$ cat src/stdd_defines.vh
// constants for the split transfer descriptor decoder
// assumes a 20 MHz core clock and an apb register master
// Overview of operation
// - endpoint bit 0 comes from descriptor bit 31, joined with bits 3:1.
// - bits 28:18 cap the bytes moved in one start-split.
// - bits 17:3 give the descriptor byte count and payload depth.
// - device clears valid bit 0 when done or on fatal error.
// - interrupt descriptor holds 11-bit max packet and 15-bit byte count.
`ifndef STDD_DEFINES_VH
`define STDD_DEFINES_VH
`define STDD_ADDR_CTRL 12'h000
`define STDD_ADDR_DW0 12'h004
`define STDD_ADDR_DW1 12'h008
`define STDD_ADDR_STATUS 12'h00C
`define STDD_ADDR_INT_STAT 12'h010
`define STDD_ADDR_INT_MASK 12'h014
`define STDD_ADDR_SPLIT 12'h018
`define STDD_EP0_BIT 31
`define STDD_MPS_HI 28
`define STDD_MPS_LO 18
`define STDD_CNT_HI 17
`define STDD_CNT_LO 3
`define STDD_VALID_BIT 0
`define STDD_EP_HI_HI 2
`define STDD_EP_HI_LO 0
`define STDD_ISO_MAX_CNT 15'h03FF
`define STDD_CTRL_RESET 32'h00000000
`define STDD_MASK_RESET 3'h0
`define STDD_SPLIT_NS 1000
`define STDD_CLK_MHZ 20
`endif

$ cat src/stdd_split_engine.v
// start-split sequencer: moves a byte count in chunks of at most the limit
// assumes start is a one-cycle pulse on mclk and limit is nonzero
module stdd_split_engine #(
	parameter CW = 15,
	parameter MW = 11,
	parameter SPLIT_CYCLES = 20
) (
	// clock and reset
	input wire mclk,
	input wire resetn,
	// command
	input wire start,
	input wire abort,
	input wire [CW-1:0] total,
	input wire [MW-1:0] limit,
	// progress
	output reg busy,
	output reg split_pulse,
	output reg [MW-1:0] split_bytes,
	output reg done
);
	reg [CW-1:0] remain;
	reg [15:0] timer;
	wire [CW-1:0] lim_w = {{(CW-MW){1'b0}}, limit};
	wire [CW-1:0] chunk = (remain > lim_w) ? lim_w : remain;
	always @(posedge mclk or negedge resetn) begin
		if (!resetn) begin
			busy <= 1'b0;
			split_pulse <= 1'b0;
			split_bytes <= {MW{1'b0}};
			done <= 1'b0;
			remain <= {CW{1'b0}};
			timer <= 16'h0000;
		end else begin
			split_pulse <= 1'b0;
			done <= 1'b0;
			if (abort) begin
				busy <= 1'b0;
			end else if (start && !busy) begin
				busy <= 1'b1;
				remain <= total;
				timer <= 16'h0000;
			end else if (busy) begin
				if (timer != 16'h0000) begin
					timer <= timer - 16'h0001;
				end else if (remain == {CW{1'b0}}) begin
					busy <= 1'b0;
					done <= 1'b1;
				end else begin
					// each start-split carries no more than the limit
					split_pulse <= 1'b1;
					split_bytes <= chunk[MW-1:0];
					remain <= remain - chunk;
					timer <= SPLIT_CYCLES[15:0];
				end
			end
		end
	end
endmodule

$ cat src/stdd_top.v
// descriptor decode and split execution with an apb register window
// assumes one apb master on mclk; fatal_err pin comes from another domain
`include "stdd_defines.vh"
module stdd_top #(
	parameter CW = 15,
	parameter MW = 11
) (
	// clock and reset
	input wire mclk,
	input wire resetn,
	// apb slave
	input wire psel,
	input wire penable,
	input wire pwrite,
	input wire [11:0] paddr,
	input wire [31:0] pwdata,
	output reg [31:0] prdata,
	output reg pready,
	output reg pslverr,
	// downstream link events
	input wire fatal_err,
	output reg split_start,
	output reg [MW-1:0] split_size,
	output reg [3:0] split_endpoint,
	// interrupt
	output reg irq
);
	localparam [15:0] SPLIT_CYCLES = (`STDD_SPLIT_NS * `STDD_CLK_MHZ + 999) / 1000;
	localparam [1:0] ST_IDLE = 2'd0;
	localparam [1:0] ST_RUN = 2'd1;
	localparam [1:0] ST_CLR = 2'd2;

	// register file and status
	reg [31:0] ctrl;
	reg [31:0] dw0;
	reg [31:0] dw1;
	reg [2:0] int_stat;
	reg [2:0] int_mask;
	reg [CW-1:0] last_count;
	reg [31:0] rd;
	// sequencer
	reg [1:0] state;
	reg [1:0] next_state;
	reg launch;
	reg next_launch;
	reg clr_valid;
	// fatal pin synchroniser and edge finder
	reg err_s1;
	reg err_s2;
	reg err_s3;

	// apb handshake terms
	wire acc = psel && penable;
	wire first_acc = acc && !pready;
	wire wr = acc && pwrite;
	wire wr_land = wr && pready;
	// register selects, one per offset
	wire sel_ctrl = (paddr == `STDD_ADDR_CTRL);
	wire sel_dw0 = (paddr == `STDD_ADDR_DW0);
	wire sel_dw1 = (paddr == `STDD_ADDR_DW1);
	wire sel_status = (paddr == `STDD_ADDR_STATUS);
	wire sel_int_stat = (paddr == `STDD_ADDR_INT_STAT);
	wire sel_int_mask = (paddr == `STDD_ADDR_INT_MASK);
	wire sel_split = (paddr == `STDD_ADDR_SPLIT);
	wire mapped = sel_ctrl || sel_dw0 || sel_dw1 || sel_status ||
		sel_int_stat || sel_int_mask || sel_split;

	// engine results
	wire eng_pulse;
	wire eng_done;
	wire [MW-1:0] eng_bytes;
	// only the synchronised copy is used, so a glitch on the pin cannot split the decode
	wire fatal = err_s2 && !err_s3;

	// interrupt descriptor shares the iso layout for size and count
	wire [MW-1:0] mps = dw0[`STDD_MPS_HI:`STDD_MPS_LO];
	wire [CW-1:0] cnt = dw0[`STDD_CNT_HI:`STDD_CNT_LO];
	wire valid = dw0[`STDD_VALID_BIT];
	wire [3:0] ep = {dw1[`STDD_EP_HI_HI:`STDD_EP_HI_LO], dw0[`STDD_EP0_BIT]};
	wire over = ctrl[1] && (cnt > `STDD_ISO_MAX_CNT);

	// events and write-one clear; a set in the same cycle wins
	wire [2:0] events = {eng_done, over && launch, fatal};
	wire [2:0] w1c = (wr_land && sel_int_stat) ? pwdata[2:0] : 3'b000;
	wire [2:0] next_int_stat = (int_stat & ~w1c) | events;

	always @* begin
		case (paddr)
		`STDD_ADDR_CTRL: rd = ctrl;
		`STDD_ADDR_DW0: rd = dw0;
		`STDD_ADDR_DW1: rd = dw1;
		`STDD_ADDR_STATUS: rd = {13'h0000, last_count, 2'b00, state};
		`STDD_ADDR_INT_STAT: rd = {29'h00000000, int_stat};
		`STDD_ADDR_INT_MASK: rd = {29'h00000000, int_mask};
		`STDD_ADDR_SPLIT: rd = {17'h00000, split_endpoint, split_size};
		default: rd = 32'h00000000;
		endcase
	end

	always @* begin
		next_state = state;
		next_launch = 1'b0;
		clr_valid = 1'b0;
		case (state)
		ST_IDLE: begin
			// ctrl bit 0 polls the descriptor; invalid ones start nothing
			if (ctrl[0] && valid && !wr_land) begin
				next_launch = 1'b1;
				next_state = ST_RUN;
			end
		end
		ST_RUN: begin
			if (fatal || over || eng_done)
				next_state = ST_CLR;
		end
		ST_CLR: begin
			// hardware clear of valid after completion or fatal error
			clr_valid = 1'b1;
			next_state = ST_IDLE;
		end
		default: next_state = ST_IDLE;
		endcase
	end

	stdd_split_engine #(
		.CW(CW),
		.MW(MW),
		.SPLIT_CYCLES(SPLIT_CYCLES)
	) u_eng (
		.mclk(mclk),
		.resetn(resetn),
		.start(launch),
		.abort(fatal || over),
		.total(cnt),
		.limit(mps),
		.busy(),
		.split_pulse(eng_pulse),
		.split_bytes(eng_bytes),
		.done(eng_done)
	);

	// two flops before any logic reads the pin; the third only finds the edge
	always @(posedge mclk or negedge resetn) begin
		if (!resetn) begin
			err_s1 <= 1'b0;
			err_s2 <= 1'b0;
			err_s3 <= 1'b0;
		end else begin
			err_s1 <= fatal_err;
			err_s2 <= err_s1;
			err_s3 <= err_s2;
		end
	end

	// one wait state: ready rises after the first access edge and stands one cycle
	always @(posedge mclk or negedge resetn) begin
		if (!resetn) begin
			prdata <= 32'h00000000;
			pready <= 1'b0;
			pslverr <= 1'b0;
		end else begin
			pready <= first_acc;
			pslverr <= first_acc && !mapped;
			if (first_acc)
				prdata <= rd;
		end
	end

	// writes land when pready is seen high
	always @(posedge mclk or negedge resetn) begin
		if (!resetn) begin
			ctrl <= `STDD_CTRL_RESET;
			dw0 <= 32'h00000000;
			dw1 <= 32'h00000000;
			int_mask <= `STDD_MASK_RESET;
		end else begin
			if (wr_land) begin
				case (paddr)
				`STDD_ADDR_CTRL: ctrl <= pwdata;
				`STDD_ADDR_DW0: dw0 <= pwdata;
				`STDD_ADDR_DW1: dw1 <= pwdata;
				`STDD_ADDR_INT_MASK: int_mask <= pwdata[2:0];
				default: ;
				endcase
			end
			// the hardware clear comes last, so a stray software write cannot revive it
			if (clr_valid)
				dw0[`STDD_VALID_BIT] <= 1'b0;
		end
	end

	// irq follows the status as it will be, so it never lags the flag by a cycle
	always @(posedge mclk or negedge resetn) begin
		if (!resetn) begin
			int_stat <= 3'b000;
			irq <= 1'b0;
		end else begin
			int_stat <= next_int_stat;
			irq <= |(next_int_stat & int_mask);
		end
	end

	always @(posedge mclk or negedge resetn) begin
		if (!resetn) begin
			state <= ST_IDLE;
			launch <= 1'b0;
			last_count <= {CW{1'b0}};
		end else begin
			state <= next_state;
			launch <= next_launch;
			if (next_launch)
				last_count <= cnt;
		end
	end

	// split start repeats the engine pulse; size and endpoint are captured on it and hold until the next one
	always @(posedge mclk or negedge resetn) begin
		if (!resetn) begin
			split_start <= 1'b0;
			split_size <= {MW{1'b0}};
			split_endpoint <= 4'h0;
		end else begin
			split_start <= eng_pulse;
			if (eng_pulse) begin
				split_size <= eng_bytes;
				split_endpoint <= ep;
			end
		end
	end
endmodule

$ cat config.mk
export PLATFORM = sky130hd
export DESIGN_NAME = stdd_top
export DESIGN_NICKNAME = d
export VERILOG_FILES = /design/src/stdd_split_engine.v /design/src/stdd_top.v
export VERILOG_INCLUDE_DIRS = /design/src
export SDC_FILE = /design/constraint.sdc
export NUM_CORES = 1
export LEC_CHECK = 0
export ABC_AREA = 1
export BUFFER_PORTS_ARGS = -buffer_cell sky130_fd_sc_hd__buf_2
export CAP_MARGIN = 20
export CORE_ASPECT_RATIO = 1.2
export CORE_MARGIN = 2
export CORE_UTILIZATION = 31
export DETAILED_ROUTE_END_ITERATION = 10
export PLACE_DENSITY = 0.54
export REMOVE_ABC_BUFFERS = 1
export SLEW_MARGIN = 40
export SYNTH_ARGS = -nofsm -noshare
export SYNTH_HDL_FRONTEND = slang
export SYNTH_SLANG_ARGS = --single-unit
export TNS_END_PERCENT = 30
$ cat constraint.sdc
create_clock -name mclk -period 2.8 [get_ports mclk]
set_clock_uncertainty 0.2 [all_clocks]
set_input_delay 0.56 -clock mclk [delete_from_list [all_inputs] [get_ports mclk]]
set_output_delay 0.56 -clock mclk [all_outputs]
set_load 0.01 [all_outputs]
**Yosys cells after proc, flatten, opt, wreduce, memory -nomap -nowiden**

Index checks and enable logic that the tools add are counted.

- Register bits after elaboration: 219
- Input port bits: 50

- Reductions and logical operators: 42
- Equal/unequal tests: 13
- Order comparisons: 2
- Multiplexer cells: 34
- Bitwise gates (word level): 8
- Add/sub/neg operators: 2

Operators with widths:

| cell | count |
|---|---|
| $pmux 32 s7 | 1 |
| $mux 15 | 5 |
| $mux 16 | 4 |
| $eq 12x5->1 const B | 3 |
| $eq 12x4->1 const B | 2 |
| $mux 1 | 20 |
| $reduce_bool 16->1 | 1 |
| $sub 16x1->16 const B | 1 |
| $gt 15x10->1 const B | 1 |
| $gt 15x11->1 | 1 |
| $logic_not 15->1 | 1 |
| $sub 15x15->15 | 1 |
| $eq 12x3->1 const B | 1 |
| $logic_and 1x1->1 | 12 |
| $logic_not 12->1 | 1 |
| $reduce_and 2->1 | 6 |
| $logic_or 1x1->1 | 8 |
| $and 3x3->3 | 2 |
| $reduce_bool 2->1 | 3 |
| $logic_not 1->1 | 5 |
| $reduce_and 5->1 | 1 |
| $mux 2 | 2 |
| $ne 2x1->1 const B | 2 |
| $ne 2x2->1 const B | 2 |
| other kinds (12) | 15 |

**Logic depth before layout (Yosys ltp)**

Gate-level depths: netlist of run 1.

- Depth after elaboration: 10
- Mapped depth: 24
- Mapped depth without buffers: 23

**Hierarchy**

Synthesis of run 1 repeated with hierarchy kept, for this count alone.

- Cells, all modules: 1488
- Area total of the unflattened synthesis: 11698.7 um^2

By module, submodules not included:

| module | instances | area an instance (um^2) | seq. area each (um^2) | cells an instance |
|---|---|---|---|---|
| stdd_top | 1 | 7827.5 | 4354.2 | 908 |
| stdd_split_engine | 1 | 3871.2 | 1126.1 | 580 |

**Worst setup path before layout of run 1**

No wires, ideal clock.

- Kind: register to register
- From: register u_eng.remain[6]
- To: register u_eng.remain[4]
- Setup time: 126 ps
- Setup slack: -235 ps
- Clock period less this slack: 3035 ps
- Arrival time: 2709 ps
- Path buffers: 1
- Stages on the path, launching flop included: 19
- Path through: dfrtp_1 ha_1 nand2_1 inv_1 a21oi_1 nand2_1 nand2_1 nand2_1 clkbuf_1 nand3_1 nand2_1 fa_1 nand3_1 nand3_1 or2_2 nand3_1 o21ai_0 nand2_1 o21ai_0

- Longest elaborated chain between the ends: 7
- Elaborated cells on any way between the ends: 10
- Classes of those cells: 1 x add/sub; 1 x order compare; 1 x eq/ne; 5 x mux; 2 x reduce/logical

Ends and longest elaborated chain:

| element | line | text |
|---|---|---|
| start, declared | stdd_split_engine.v:22 | `reg [CW-1:0] remain;` |
| start signal, assigned | stdd_split_engine.v:32 | `remain <= {CW{1'b0}};` |
| start signal, assigned | stdd_split_engine.v:41 | `remain <= total;` |
| start signal, assigned | stdd_split_engine.v:53 | `remain <= remain - chunk;` |
| $gt 15x11->1 | stdd_split_engine.v:25 | `wire [CW-1:0] chunk = (remain > lim_w) ? lim_w : remain;` |
| $mux 15 | stdd_split_engine.v:25 |  |
| $sub 15x15->15 | stdd_split_engine.v:53 |  |
| $mux 15 | stdd_split_engine.v:46 | `end else if (remain == {CW{1'b0}}) begin` |
| $mux 15 | stdd_split_engine.v:44 | `if (timer != 16'h0000) begin` |
| $mux 15 | stdd_split_engine.v:43 | `end else if (busy) begin` |
| $mux 15 | stdd_split_engine.v:39 | `end else if (start && !busy) begin` |

Several ways; a longest one is shown, not always the timed one. The select of a mux whose other input is x is not followed.
A chain may end at the register's enable or synchronous reset.

**Worst setup path after layout of run 1**

- From: register u_eng.remain[9]
- To: register u_eng.remain[6]

- Longest elaborated chain between the ends: 7
- Elaborated cells on any way between the ends: 10
- Classes of those cells: 1 x add/sub; 1 x order compare; 1 x eq/ne; 5 x mux; 2 x reduce/logical

Ends and longest elaborated chain:

| element | line |
|---|---|
| $gt 15x11->1 | stdd_split_engine.v:25 |
| $mux 15 | stdd_split_engine.v:25 |
| via u_eng.chunk[0] | stdd_split_engine.v:25 |
| $sub 15x15->15 | stdd_split_engine.v:53 |
| $mux 15 | stdd_split_engine.v:46 |
| $mux 15 | stdd_split_engine.v:44 |
| $mux 15 | stdd_split_engine.v:43 |
| $mux 15 | stdd_split_engine.v:39 |

The timed path passes the listed nets, and every way through them passes these cells. The select of a mux whose other input is x is not followed.

==> out/results.ini, run 1 <==
[logic_synthesis]
synth_top_area_share_pct = 48.6
yosysSeqAreaShare_pct = 48.6
synthAdderAreaFrac_pct = 2.84
yosysUniqueCellTypes = 41
netlist_top_cells_area = dfrtp_1 49%, nand2_1 17%, o21ai_0 7.3%
synth_compound_area_share_pct = 9.25
synthXorXnorAreaFrac_pct = 0.466
synthMuxAreaShare_pct = 0.898
synth_top_family_by_area = simple AND/OR/NAND/NOR gates
syn-cell-area_um2 = 11300
synth-simple-area-share_pct = 29.9
postSynthRegisterBits = 219
yosysTopAreaCell = dfrtp_1
avgSynthCellArea_um2 = 7.59
yosysWarnings = 0
syn-instance-count = 1487

[status]
failed_checks = negative setup slack
status = finished with violations

[timing]
maxSlewViolCount = 0
period_minus_slack_ps = 3000
fmax_ghz = 0.333
rsz0062_at_grt = true
hold_viol = 0
post-route-period-util_pct = 107
setup_violations = 14
worst_pin_slew_ps = 678
setup_ws_ps = -203
slew_headroom_pct = 54.8

[hold_path]
hold_path_end = pready
hold_path_depth = 3
min_path_type = input port to register
hp-start = penable

[clock_network]
clk_pin_slew_worst_paths_ps = 60
cts-root-buf = clkbuf_16
clk_path_buf_depth = 3
cts_buffers = 24
cts_sinks = 219
cts_tree = yes
insertion_delay_ps = 530
cts-htree-levels = 1

[place]
portBuffers = 100
hpwl_um = 24700
placed_cell_area_um2 = 13000
detailedPlace.worstSlack_ps = -447
place.gp.congestion = 0.890

[pwr]
irDropWorstVdd_uv = 317
pwr-share-comb_pct = 3.3
intPower_mw = 5.09
seqPwrFrac_pct = 48.7
finalPower_mw = 6.52
p_sw_mw = 1.43
power.leakage_nw = 7.53
powerDensity_nw_per_um2 = 445
swShare_pct = 21.9
clkPwrFrac_pct = 48.1

[routing]
drt-pass1-iter-count = 5
viasPerCell = 4.69
num_vias = 10146
drc_errors = 0
drtIter0Drc = 761
wl_per_cell_um = 16.1
detail-route-antenna-nets = 0
finalWirelength_um = 34900

[grt]
grt_max_degree = 71
grt_antenna_before_repair = 1
grt_pass1_vias = 10081
grt_first_pass_wirelength_um = 55400
track_usage_pct = 18.7
overflow = 0

[floorplanning]
core_area_um2 = 35800
start_util_pct = 31.5
die-width_um = 178
num_io_pins = 101
dieArea_um2 = 38000
rows = 76
die_y_um = 213

[worst_setup_path]
critPathArrivalTime_ps = 3200
worstPathCellList = ha_1 -> nand2_2 -> nor2_2 -> nor3_2 -> nand2_4 -> nand3_2 -> and2_4 -> ha_4 -> inv_2 -> fa_2 -> buf_6 -> nand2_4 -> nand3_4 -> xor2_1 -> nand2_1 -> nand2_1 -> nand2_1 -> nand2_1
critPathLaunchType = register
crit_path_end_kind = register
r2r_slack_ps = -200
timing.rr.start = u_eng.remain[9]
crit_top_cell = nand2_1
crit_buf_inv = 2
crit_fanout = 7
cpLargestDelayFamily = simple AND/OR/NAND/NOR gates
max_stage_delay_ps = 440
cp.depth = 18
r2r_cells = 18
slowest_stage = dfrtp_1
timing.rr.end = u_eng.remain[6]
path_class = register to register
required_ps = 3000

[finish]
layout-drive-gt1-share_pct = 24.3
final_nets = 1757
final_cell_mix = 470 x nand2_1, 219 x dfrtp_1, 161 x inv_1
seq_area_um2 = 5480
fin_area_um2 = 14700
antennaDiodeCount = 0
fillers = 3698
areaGrowthSynthToFinish_pct = 29.9
multi_input_area_um2 = 5600
layout_commonest_cell = nand2_1

[flow_run]
maxCapViolations = 0

==> what timing repair did <==
item | 4_1_cts | 5_1_grt
setup buffers | 13 | 3
gates cloned | 0 | 2
gates resized for setup | 66 | 102
pin swaps | 22 | 40
hold buffers | 2 | 0
endpoints found under the setup margin | 14 | 15
endpoints found under the hold margin | 55 | 0
==> synth_stat cells (all sizes together) <==
master / number
nand2: 526
dfrtp: 219
inv: 172
o21ai: 171
nand3: 129
nor2: 98
clkbuf: 36
ha: 24
nand4: 21
buf: 20
nor3: 12
o211ai: 11
mux2: 9
a21oi: 8
and2: 5
or2: 5
xor2: 4
a21o: 3
clkinv: 2
o21bai: 2
xnor2: 2
a21boi: 1
a31oi: 1
and3: 1
fa: 1
nand3b: 1
nor4: 1
o22ai: 1
o31ai: 1
==> layout make-up <==
| class | count | share of cell area [%] |
|---|---|---|
| multi-input cells | 1038 | 38.2 |
| clock inverters | 3 | 0.444 |
| well taps | 468 | 4.00 |
| inverters | 174 | 4.47 |
| clock buffers | 35 | 4.66 |
| flip-flops and latches | 219 | 37.4 |
| repair buffers | 225 | 10.8 |
==> metal layers <==
metal	GRT usage [%]	vias to the layer above	wire [um]
met5	0	-	0
met4	5.05	0	877
met3	2.17	48	1280
met2	32.1	173	16900
met1	24.9	4810	15900
li1	-	5115	-
==> worst register-to-register path, cell delays in order (launching register included) <==
cell,delay [ps]
dfrtp_1,440
ha_1,330
nand2_2,80
nor2_2,50
nor3_2,210
nand2_4,130
nand3_2,100
and2_4,150
ha_4,120
inv_2,40
fa_2,380
buf_6,150
nand2_4,60
nand3_4,70
xor2_1,170
nand2_1,60
nand2_1,50
nand2_1,60
nand2_1,40
==> kinds of logic after synthesis <==
kind of cell	after synthesis
xor+xnor	6
compound gates	199
fa+ha+maj	25
flops	219
buf+inv	230
mux	9
simple gates	799
==> registers in the layout, summed over array words and instances (netlist names), 2 cells and up <==
| register | count |
|---|---|
| ctrl | 32 |
| split_size | 11 |
| state | 2 |
| dw1 | 32 |
| split_endpoint | 4 |
| u_eng.split_bytes | 11 |
| dw0 | 32 |
| last_count | 15 |
| int_stat | 3 |
| u_eng.timer | 16 |
| u_eng.remain | 15 |
| int_mask | 3 |
| prdata | 32 |
==> power groups by stage <==
stage	logic [mW]	clock network (mW)	registers [mW]
after floorplan	0.0529	0	3.23
after global placement	0.207	0	3.23
after detailed placement	0.209	0	3.23
after CTS	0.216	3.22	3.17
after global routing	0.242	3.33	3.17
final	0.212	3.13	3.17
==> worst max-delay path by stage <==
| stage | start | endpoint |
|---|---|---|
| 6_report | u_eng.remain[9] | u_eng.remain[6] |
| 4_1_cts | u_eng.remain[9] | u_eng.remain[6] |
| 3_5_place_dp | u_eng.remain[2] | u_eng.remain[5] |
| 2_1_floorplan | paddr[11] | dw0[0] |
| 3_3_place_gp | u_eng.remain[2] | u_eng.remain[5] |
| 5_1_grt | u_eng.remain[2] | u_eng.remain[14] |
==> through the flow <==
stage | setup TNS (ps) | hold slack (ps) | utilization [%] | instances
final | -1850 | 119 | 40.9 | 2162
after global routing | -3950 | 118 | 40.9 | 2162
after CTS | -2360 | 94.3 | 39.6 | 2158
after detailed placement | -4850 | 138 | 36.3 | 2105
after global placement | -4810 | 152 | 36.3 | 2105
after floorplan | -47050 | 64.4 | - | 1431
Note: power is estimated with default switching activity, not from simulation.
==> run 2, diff against run 1 <==
--- a/config.mk
+++ b/config.mk
@@ -7,13 +7,14 @@
 export NUM_CORES = 1
 export LEC_CHECK = 0
 export ABC_AREA = 1
-export BUFFER_PORTS_ARGS = -buffer_cell sky130_fd_sc_hd__buf_2
 export CAP_MARGIN = 20
 export CORE_ASPECT_RATIO = 1.2
 export CORE_MARGIN = 2
 export CORE_UTILIZATION = 31
 export DETAILED_ROUTE_END_ITERATION = 10
-export PLACE_DENSITY = 0.54
+export DONT_BUFFER_PORTS = 1
+export GPL_TIMING_DRIVEN = 1
+export PLACE_DENSITY = 0.5
 export REMOVE_ABC_BUFFERS = 1
 export SLEW_MARGIN = 40
 export SYNTH_ARGS = -nofsm -noshare
==> constraint.sdc (replaced) <==
create_clock -name mclk -period 3.3 [get_ports mclk]
set_clock_uncertainty 0.2 [all_clocks]
set_input_delay 0.66 -clock mclk [delete_from_list [all_inputs] [get_ports mclk]]
set_output_delay 0.66 -clock mclk [all_outputs]
set_load 0.01 [all_outputs]
==> run 2 against run 1 <==
Net effect:
- final cell count is 8.0% lower
- register-to-register slack better by 450 ps
- highest routed layer unchanged
- maximum frequency is 1.5% lower
- critical path depth stayed put
- sequential share of layout area is 5.2 points higher
- die area stayed put
- hold slack worse by 470 ps
- combinational power is 65% lower
- clock power is 15% lower
- the flow finishes with violations (negative hold slack)
- flip-flop and latch count stayed put
- non-clock buffer count is 177 lower
- critical endpoint is now u_eng.remain[4]
==> out/results.ini, run 2 (synthesis gave the netlist of run 1 again) <==
[status]
status = finished with violations
failed_checks = negative hold slack

[place]
hpwl_um = 23100
place.gp.congestion = 0.913
portBuffers = 0
dp.cells = 1945
detailedPlace.worstSlack_ps = 105

[timing]
setup_ws_ps = 251
finalSetupTns_ps = 0
fmax_ghz = 0.328
hold_viol = 219
maxSlewViolCount = 0
rsz0062_at_grt = true
hold_ws_ps = -349
post-route-period-util_pct = 92.4
slew_headroom_pct = 51.5
worst_pin_slew_ps = 727
setup_violations = 0
period_minus_slack_ps = 3050

[routing]
viasPerCell = 4.76
finalWirelength_um = 32800
detail-route-antenna-nets = 0
drt-pass1-iter-count = 5
drc_errors = 0
wl_per_cell_um = 16.5
drtIter0Drc = 761
num_vias = 9473

[worst_setup_path]
required_ps = 3510
crit_fanout = 4
critPathArrivalTime_ps = 3250
critPathLaunchType = register
crit_path_end_kind = register
path_class = register to register

[pwr]
finalPower_mw = 5.44
power.leakage_nw = 6.53
irDropWorstVdd_uv = 317
powerDensity_nw_per_um2 = 423

[floorplanning]
num_io_pins = 101
start_util_pct = 31.5
rows = 76
die-width_um = 178
dieArea_um2 = 38000
core_area_um2 = 35800
die_y_um = 213

[finish]
final_cell_mix = 513 x nand2_1, 218 x dfrtp_1, 169 x inv_1
layout-drive-gt1-share_pct = 9.20
layout_commonest_cell = nand2_1
instances_no_fill = 1990
fin_util_pct = 35.9
areaGrowthSynthToFinish_pct = 14.0
antennaDiodeCount = 0
final_nets = 1581

[clock_network]
clk_path_buf_depth = 3
cts-htree-levels = 1
cts_sinks = 219
cts-root-buf = clkbuf_16
cts_hold_buf = 1
insertion_delay_ps = 540
cts_buffers = 25
cts_tree = yes
clk_pin_slew_worst_paths_ps = 60

[grt]
overflow = 0
grt_first_pass_wirelength_um = 52100
grt_max_degree = 220
grt_pass1_vias = 9323
track_usage_pct = 17.5
grt_antenna_before_repair = 0

[hold_path]
min_path_type = input port to async pin

[flow_run]
maxCapViolations = 0

==> run 2: changes by cell type in the layout (fill, tap and decap cells not counted), moves of 9 or more <==
cell,change
buf_2,-99
buf_4,-60
buf_6,-9
ha_1,+15
ha_4,-17
nand2_1,+43
nand2_2,-32
nand2_4,-11
nand3_1,+20
nand3_2,-14
==> run 2: layout make-up <==
cell class	count	area [um^2]
clock buffers	37	721
fillers	3806	23000
multi-input cells	1038	4980
inverters	174	654
repair buffers	48	375
flip-flops and latches	219	5480
well taps	468	586
clock inverters	6	58.8
==> run 2: final timing paths <==
path                       slack (ps)  depth (start not counted)                end             from
min reg2reg                       150                          0             err_s2           err_s1
max in group asynchronous        2870                          0  u_eng.split_pulse           resetn
max                               250                         18    u_eng.remain[4]  u_eng.remain[9]
max reg2reg                       250                         18    u_eng.remain[4]  u_eng.remain[9]
min in group mclk                 100                          2             pready          penable
min                              -350                          0         prdata[24]           resetn
==> run 2: timing repair <==
| item | CTS | global route |
|---|---|---|
| gates resized for setup | 0 | 20 |
| buffers inserted | 0 | 1 |
| endpoints found under the hold margin | 220 | 219 |
| endpoints found under the setup margin | 0 | 12 |
==> run 2: stage by stage <==
stage	hold slack [ps]	instance area, um^2
finish	-349	12900
detailed placement	148	12000
global placement	135	12000
global route	-378	12900
CTS	-381	12800
floorplan	131	11000
==> run 2: per-layer routing <==
layer / track usage (%) / vias to the layer above / part of all wire [%]
li1: - / 4759 / -
met5: 0 / - / 0
met3: 2.51 / 36 / 4.2
met2: 30.6 / 162 / 49
met1: 22.7 / 4516 / 45
met4: 4.40 / 0 / 1.7
==> run 2: where the power goes <==
group          leakage, nW  switching [mW]  internal (mW)  total [mW]
Sequential            2.97         0.00220           2.69        2.69
Combinational         3.18          0.0556         0.0183      0.0740
Clock                0.387            1.09           1.58        2.67
Total                 6.53            1.15           4.29        5.44
==> run 2: critical path: stages, from the launching register on <==
cell     delay (ps)
dfrtp_1         450
ha_1            310
nand2_1          60
nor2_1          150
nand2_1          80
nand2_2         100
nand2_2          70
nand2_1          70
and2_1          130
ha_1            130
inv_1            60
fa_2            340
nand3_2          90
nand3_2         100
or2_2           280
nand3_1          60
o21ai_0          80
nand2_1          60
o21ai_0          70
==> run 3, diff against run 2 <==
--- a/config.mk
+++ b/config.mk
@@ -6,7 +6,6 @@
 export SDC_FILE = /design/constraint.sdc
 export NUM_CORES = 1
 export LEC_CHECK = 0
-export ABC_AREA = 1
 export CAP_MARGIN = 20
 export CORE_ASPECT_RATIO = 1.2
 export CORE_MARGIN = 2
==> run 3 against run 2 <==
Net effect:
- the run ends with negative hold slack, negative setup slack left
- synthesized cell count is 37% lower
- setup slack worse by 620 ps
- die area is 7.6% lower
- non-clock buffer count is 50 higher
- largest cell class unchanged
==> out/results.ini, run 3 <==
[place]
dp.cells = 1418
placed_cell_area_um2 = 11500
place.gp.congestion = 0.862
hpwl_um = 19000
portBuffers = 0
detailedPlace.worstSlack_ps = -678

[timing]
period_minus_slack_ps = 3670
slew_headroom_pct = 57.7
post-route-period-util_pct = 111
hold_ws_ps = -388
setup_ws_ps = -366
setup_violations = 11
fmax_ghz = 0.273
hold_viol = 219
worst_pin_slew_ps = 634
rsz0062_at_grt = true
maxSlewViolCount = 0

[grt]
grt_pass1_vias = 7486
overflow = 0
grt_antenna_before_repair = 0
track_usage_pct = 16.4
grt_first_pass_wirelength_um = 44300
grt_max_degree = 220

[logic_synthesis]
synth-simple-area-share_pct = 12.1
yosysUniqueCellTypes = 59
synth_commonest_cells = 219 x dfrtp_1, 133 x nand2_1, 114 x mux2_2
postSynthRegisterBits = 219
avgSynthCellArea_um2 = 11.2
synth_top_family_by_area = multiplexers
synthFlopType = dfrtp_1
yosysWarnings = 0
synthAdderAreaFrac_pct = 3.08
synth-edff-count = 0
yosysTopAreaCell = dfrtp_1
synth.most_common_cell = dfrtp_1
syn-instance-count = 930
synth_top_area_share_pct = 52.6
yosysSeqAreaShare_pct = 52.6
ys_async_sr_fraction_pct = 100
synthMuxAreaShare_pct = 19.0
syn-cell-area_um2 = 10400
synthXorXnorAreaFrac_pct = 1.26
synth_compound_area_share_pct = 9.29
netlist_top_cells_area = dfrtp_1 53%, mux2_2 12%, nand2_1 4.8%

[finish]
areaGrowthSynthToFinish_pct = 22.0
layout-drive-gt1-share_pct = 32.0
fin_area_um2 = 12700
fillers = 3222
instances_no_fill = 1472
final_cell_mix = 218 x dfrtp_1, 133 x nand2_1, 113 x mux2_2
layout_commonest_cell = dfrtp_1
final_nets = 1083
fin_util_pct = 38.3
antennaDiodeCount = 0

[pwr]
p_sw_mw = 1.15
intPower_mw = 4.31
pwr-share-comb_pct = 0.8
seqPwrFrac_pct = 49.3
irDropWorstVdd_uv = 411
finalPower_mw = 5.46
swShare_pct = 21.0
power.leakage_nw = 5.93
clkPwrFrac_pct = 49.9
powerDensity_nw_per_um2 = 430

[clock_network]
clk_pin_slew_worst_paths_ps = 60
cts_hold_buf = 1
insertion_delay_ps = 540
cts-htree-levels = 1
clk_path_buf_depth = 3
cts_tree = yes
cts_sinks = 219
cts_buffers = 25
cts-root-buf = clkbuf_16

[floorplanning]
die-width_um = 171
start_util_pct = 31.4
num_io_pins = 101
rows = 73
dieArea_um2 = 35100
core_area_um2 = 33200
die_y_um = 205

[routing]
viasPerCell = 4.88
num_vias = 7181
finalWirelength_um = 27800
wl_per_cell_um = 18.9
drt-pass1-iter-count = 5
drtIter0Drc = 327
detail-route-antenna-nets = 0
drc_errors = 0

[worst_setup_path]
critPathLaunchType = register
crit_fanout = 5
path_class = register to register
critPathArrivalTime_ps = 3920
startpoint = dw0[19]
r2r_slack_ps = -370
crit_path_end_kind = register
required_ps = 3560
timing.rr.start = dw0[19]

[status]
status = finished with violations
failed_checks = negative hold slack, negative setup slack

[flow_run]
maxCapViolations = 0

[hold_path]
min_path_type = input port to async pin

## run 3: cell count changes in the layout (fill, tap and decap cells not counted), sizes merged, moves of 31 or more
| cell | change |
|---|---|
| nor2 | -33 |
| mux2i | +31 |
| mux2 | +109 |
| inv | -147 |
| o21ai | -111 |
| nand3 | -118 |
| buf | +50 |
| a21oi | +32 |
| nand2 | -392 |
## run 3: final timing paths
| kind | endpoint | cells after the start |
|---|---|---|
| setup reg to reg | u_eng.remain[8] | 18 |
| setup / recovery | u_eng.remain[8] | 18 |
| min in group mclk | ctrl[7] | 1 |
| hold / removal | dw1[14] | 0 |
| hold reg to reg | err_s2 | 0 |
| max in group asynchronous | ctrl[29] | 0 |
## run 3: per-layer routing
layer | vias up | GRT usage [%] | wire (um)
met1 | 3586 | 20.0 | 11600
li1 | 3465 | - | -
met3 | 27 | 4.10 | 1600
met5 | - | 0 | 0
met4 | 0 | 3.60 | 421
met2 | 103 | 29.0 | 14200
## run 3: final cells by class
class | instances | area [um^2] | area share [%]
Sequential cell | 219 | 5480 | 43.1
Multi-Input combinational cell | 639 | 5000 | 39.4
Timing Repair Buffer | 98 | 771 | 6.07
Clock buffer | 36 | 727 | 5.72
Tap cell | 450 | 563 | 4.43
Inverter | 25 | 93.8 | 0.738
Clock inverter | 5 | 67.6 | 0.532
## run 3: worst max-delay path, stage by stage (launching register included)
cell       delay [ps]
dfrtp_1           340
inv_1              50
ha_1              290
nor2b_1           130
o21ai_0           150
a21oi_1            90
o21ai_1           130
o211ai_1           90
buf_4             160
buf_12            150
mux2i_4           200
fa_2              410
a211oi_2          230
o21bai_2          130
a2111oi_2         310
nor3_1            100
xor2_1            170
nand2_1            70
a31oi_1           190
## run 3: cells by family (layout without fill, tap and decap cells)
family | after synthesis | in the layout
DFF | 219 | 219
AOI/OAI and AO/OA | 158 | 158
buffers and inverters | 72 | 164
adders and majority gates | 25 | 25
xor gates and xnor gates | 15 | 15
muxes | 164 | 164
and+or+nand+nor | 277 | 277
## run 3: repair_timing
item,4_1_cts,5_1_grt
hold endpoints to repair,220,219
gates cloned,1,0
pin swaps,24,12
buffers inserted,9,2
resized for setup,56,17
endpoints found under the setup margin,12,13
## run 3: stage by stage
stage	TNS, ps	hold WS [ps]
2_1_floorplan	-73960	131
3_3_place_gp	-5580	137
3_5_place_dp	-6340	136
4_1_cts	-3360	-398
5_1_grt	-5040	-415
6_report	-2950	-388
## run 3: power groups by stage
stage          combinational (mW)  clock, mW  sequential (mW)
2_1_floorplan              0.0314          0             2.74
3_3_place_gp               0.0454          0             2.74
3_5_place_dp               0.0455          0             2.74
4_1_cts                    0.0473       2.81             2.69
5_1_grt                    0.0497       2.92             2.69
6_report                   0.0461       2.72             2.69
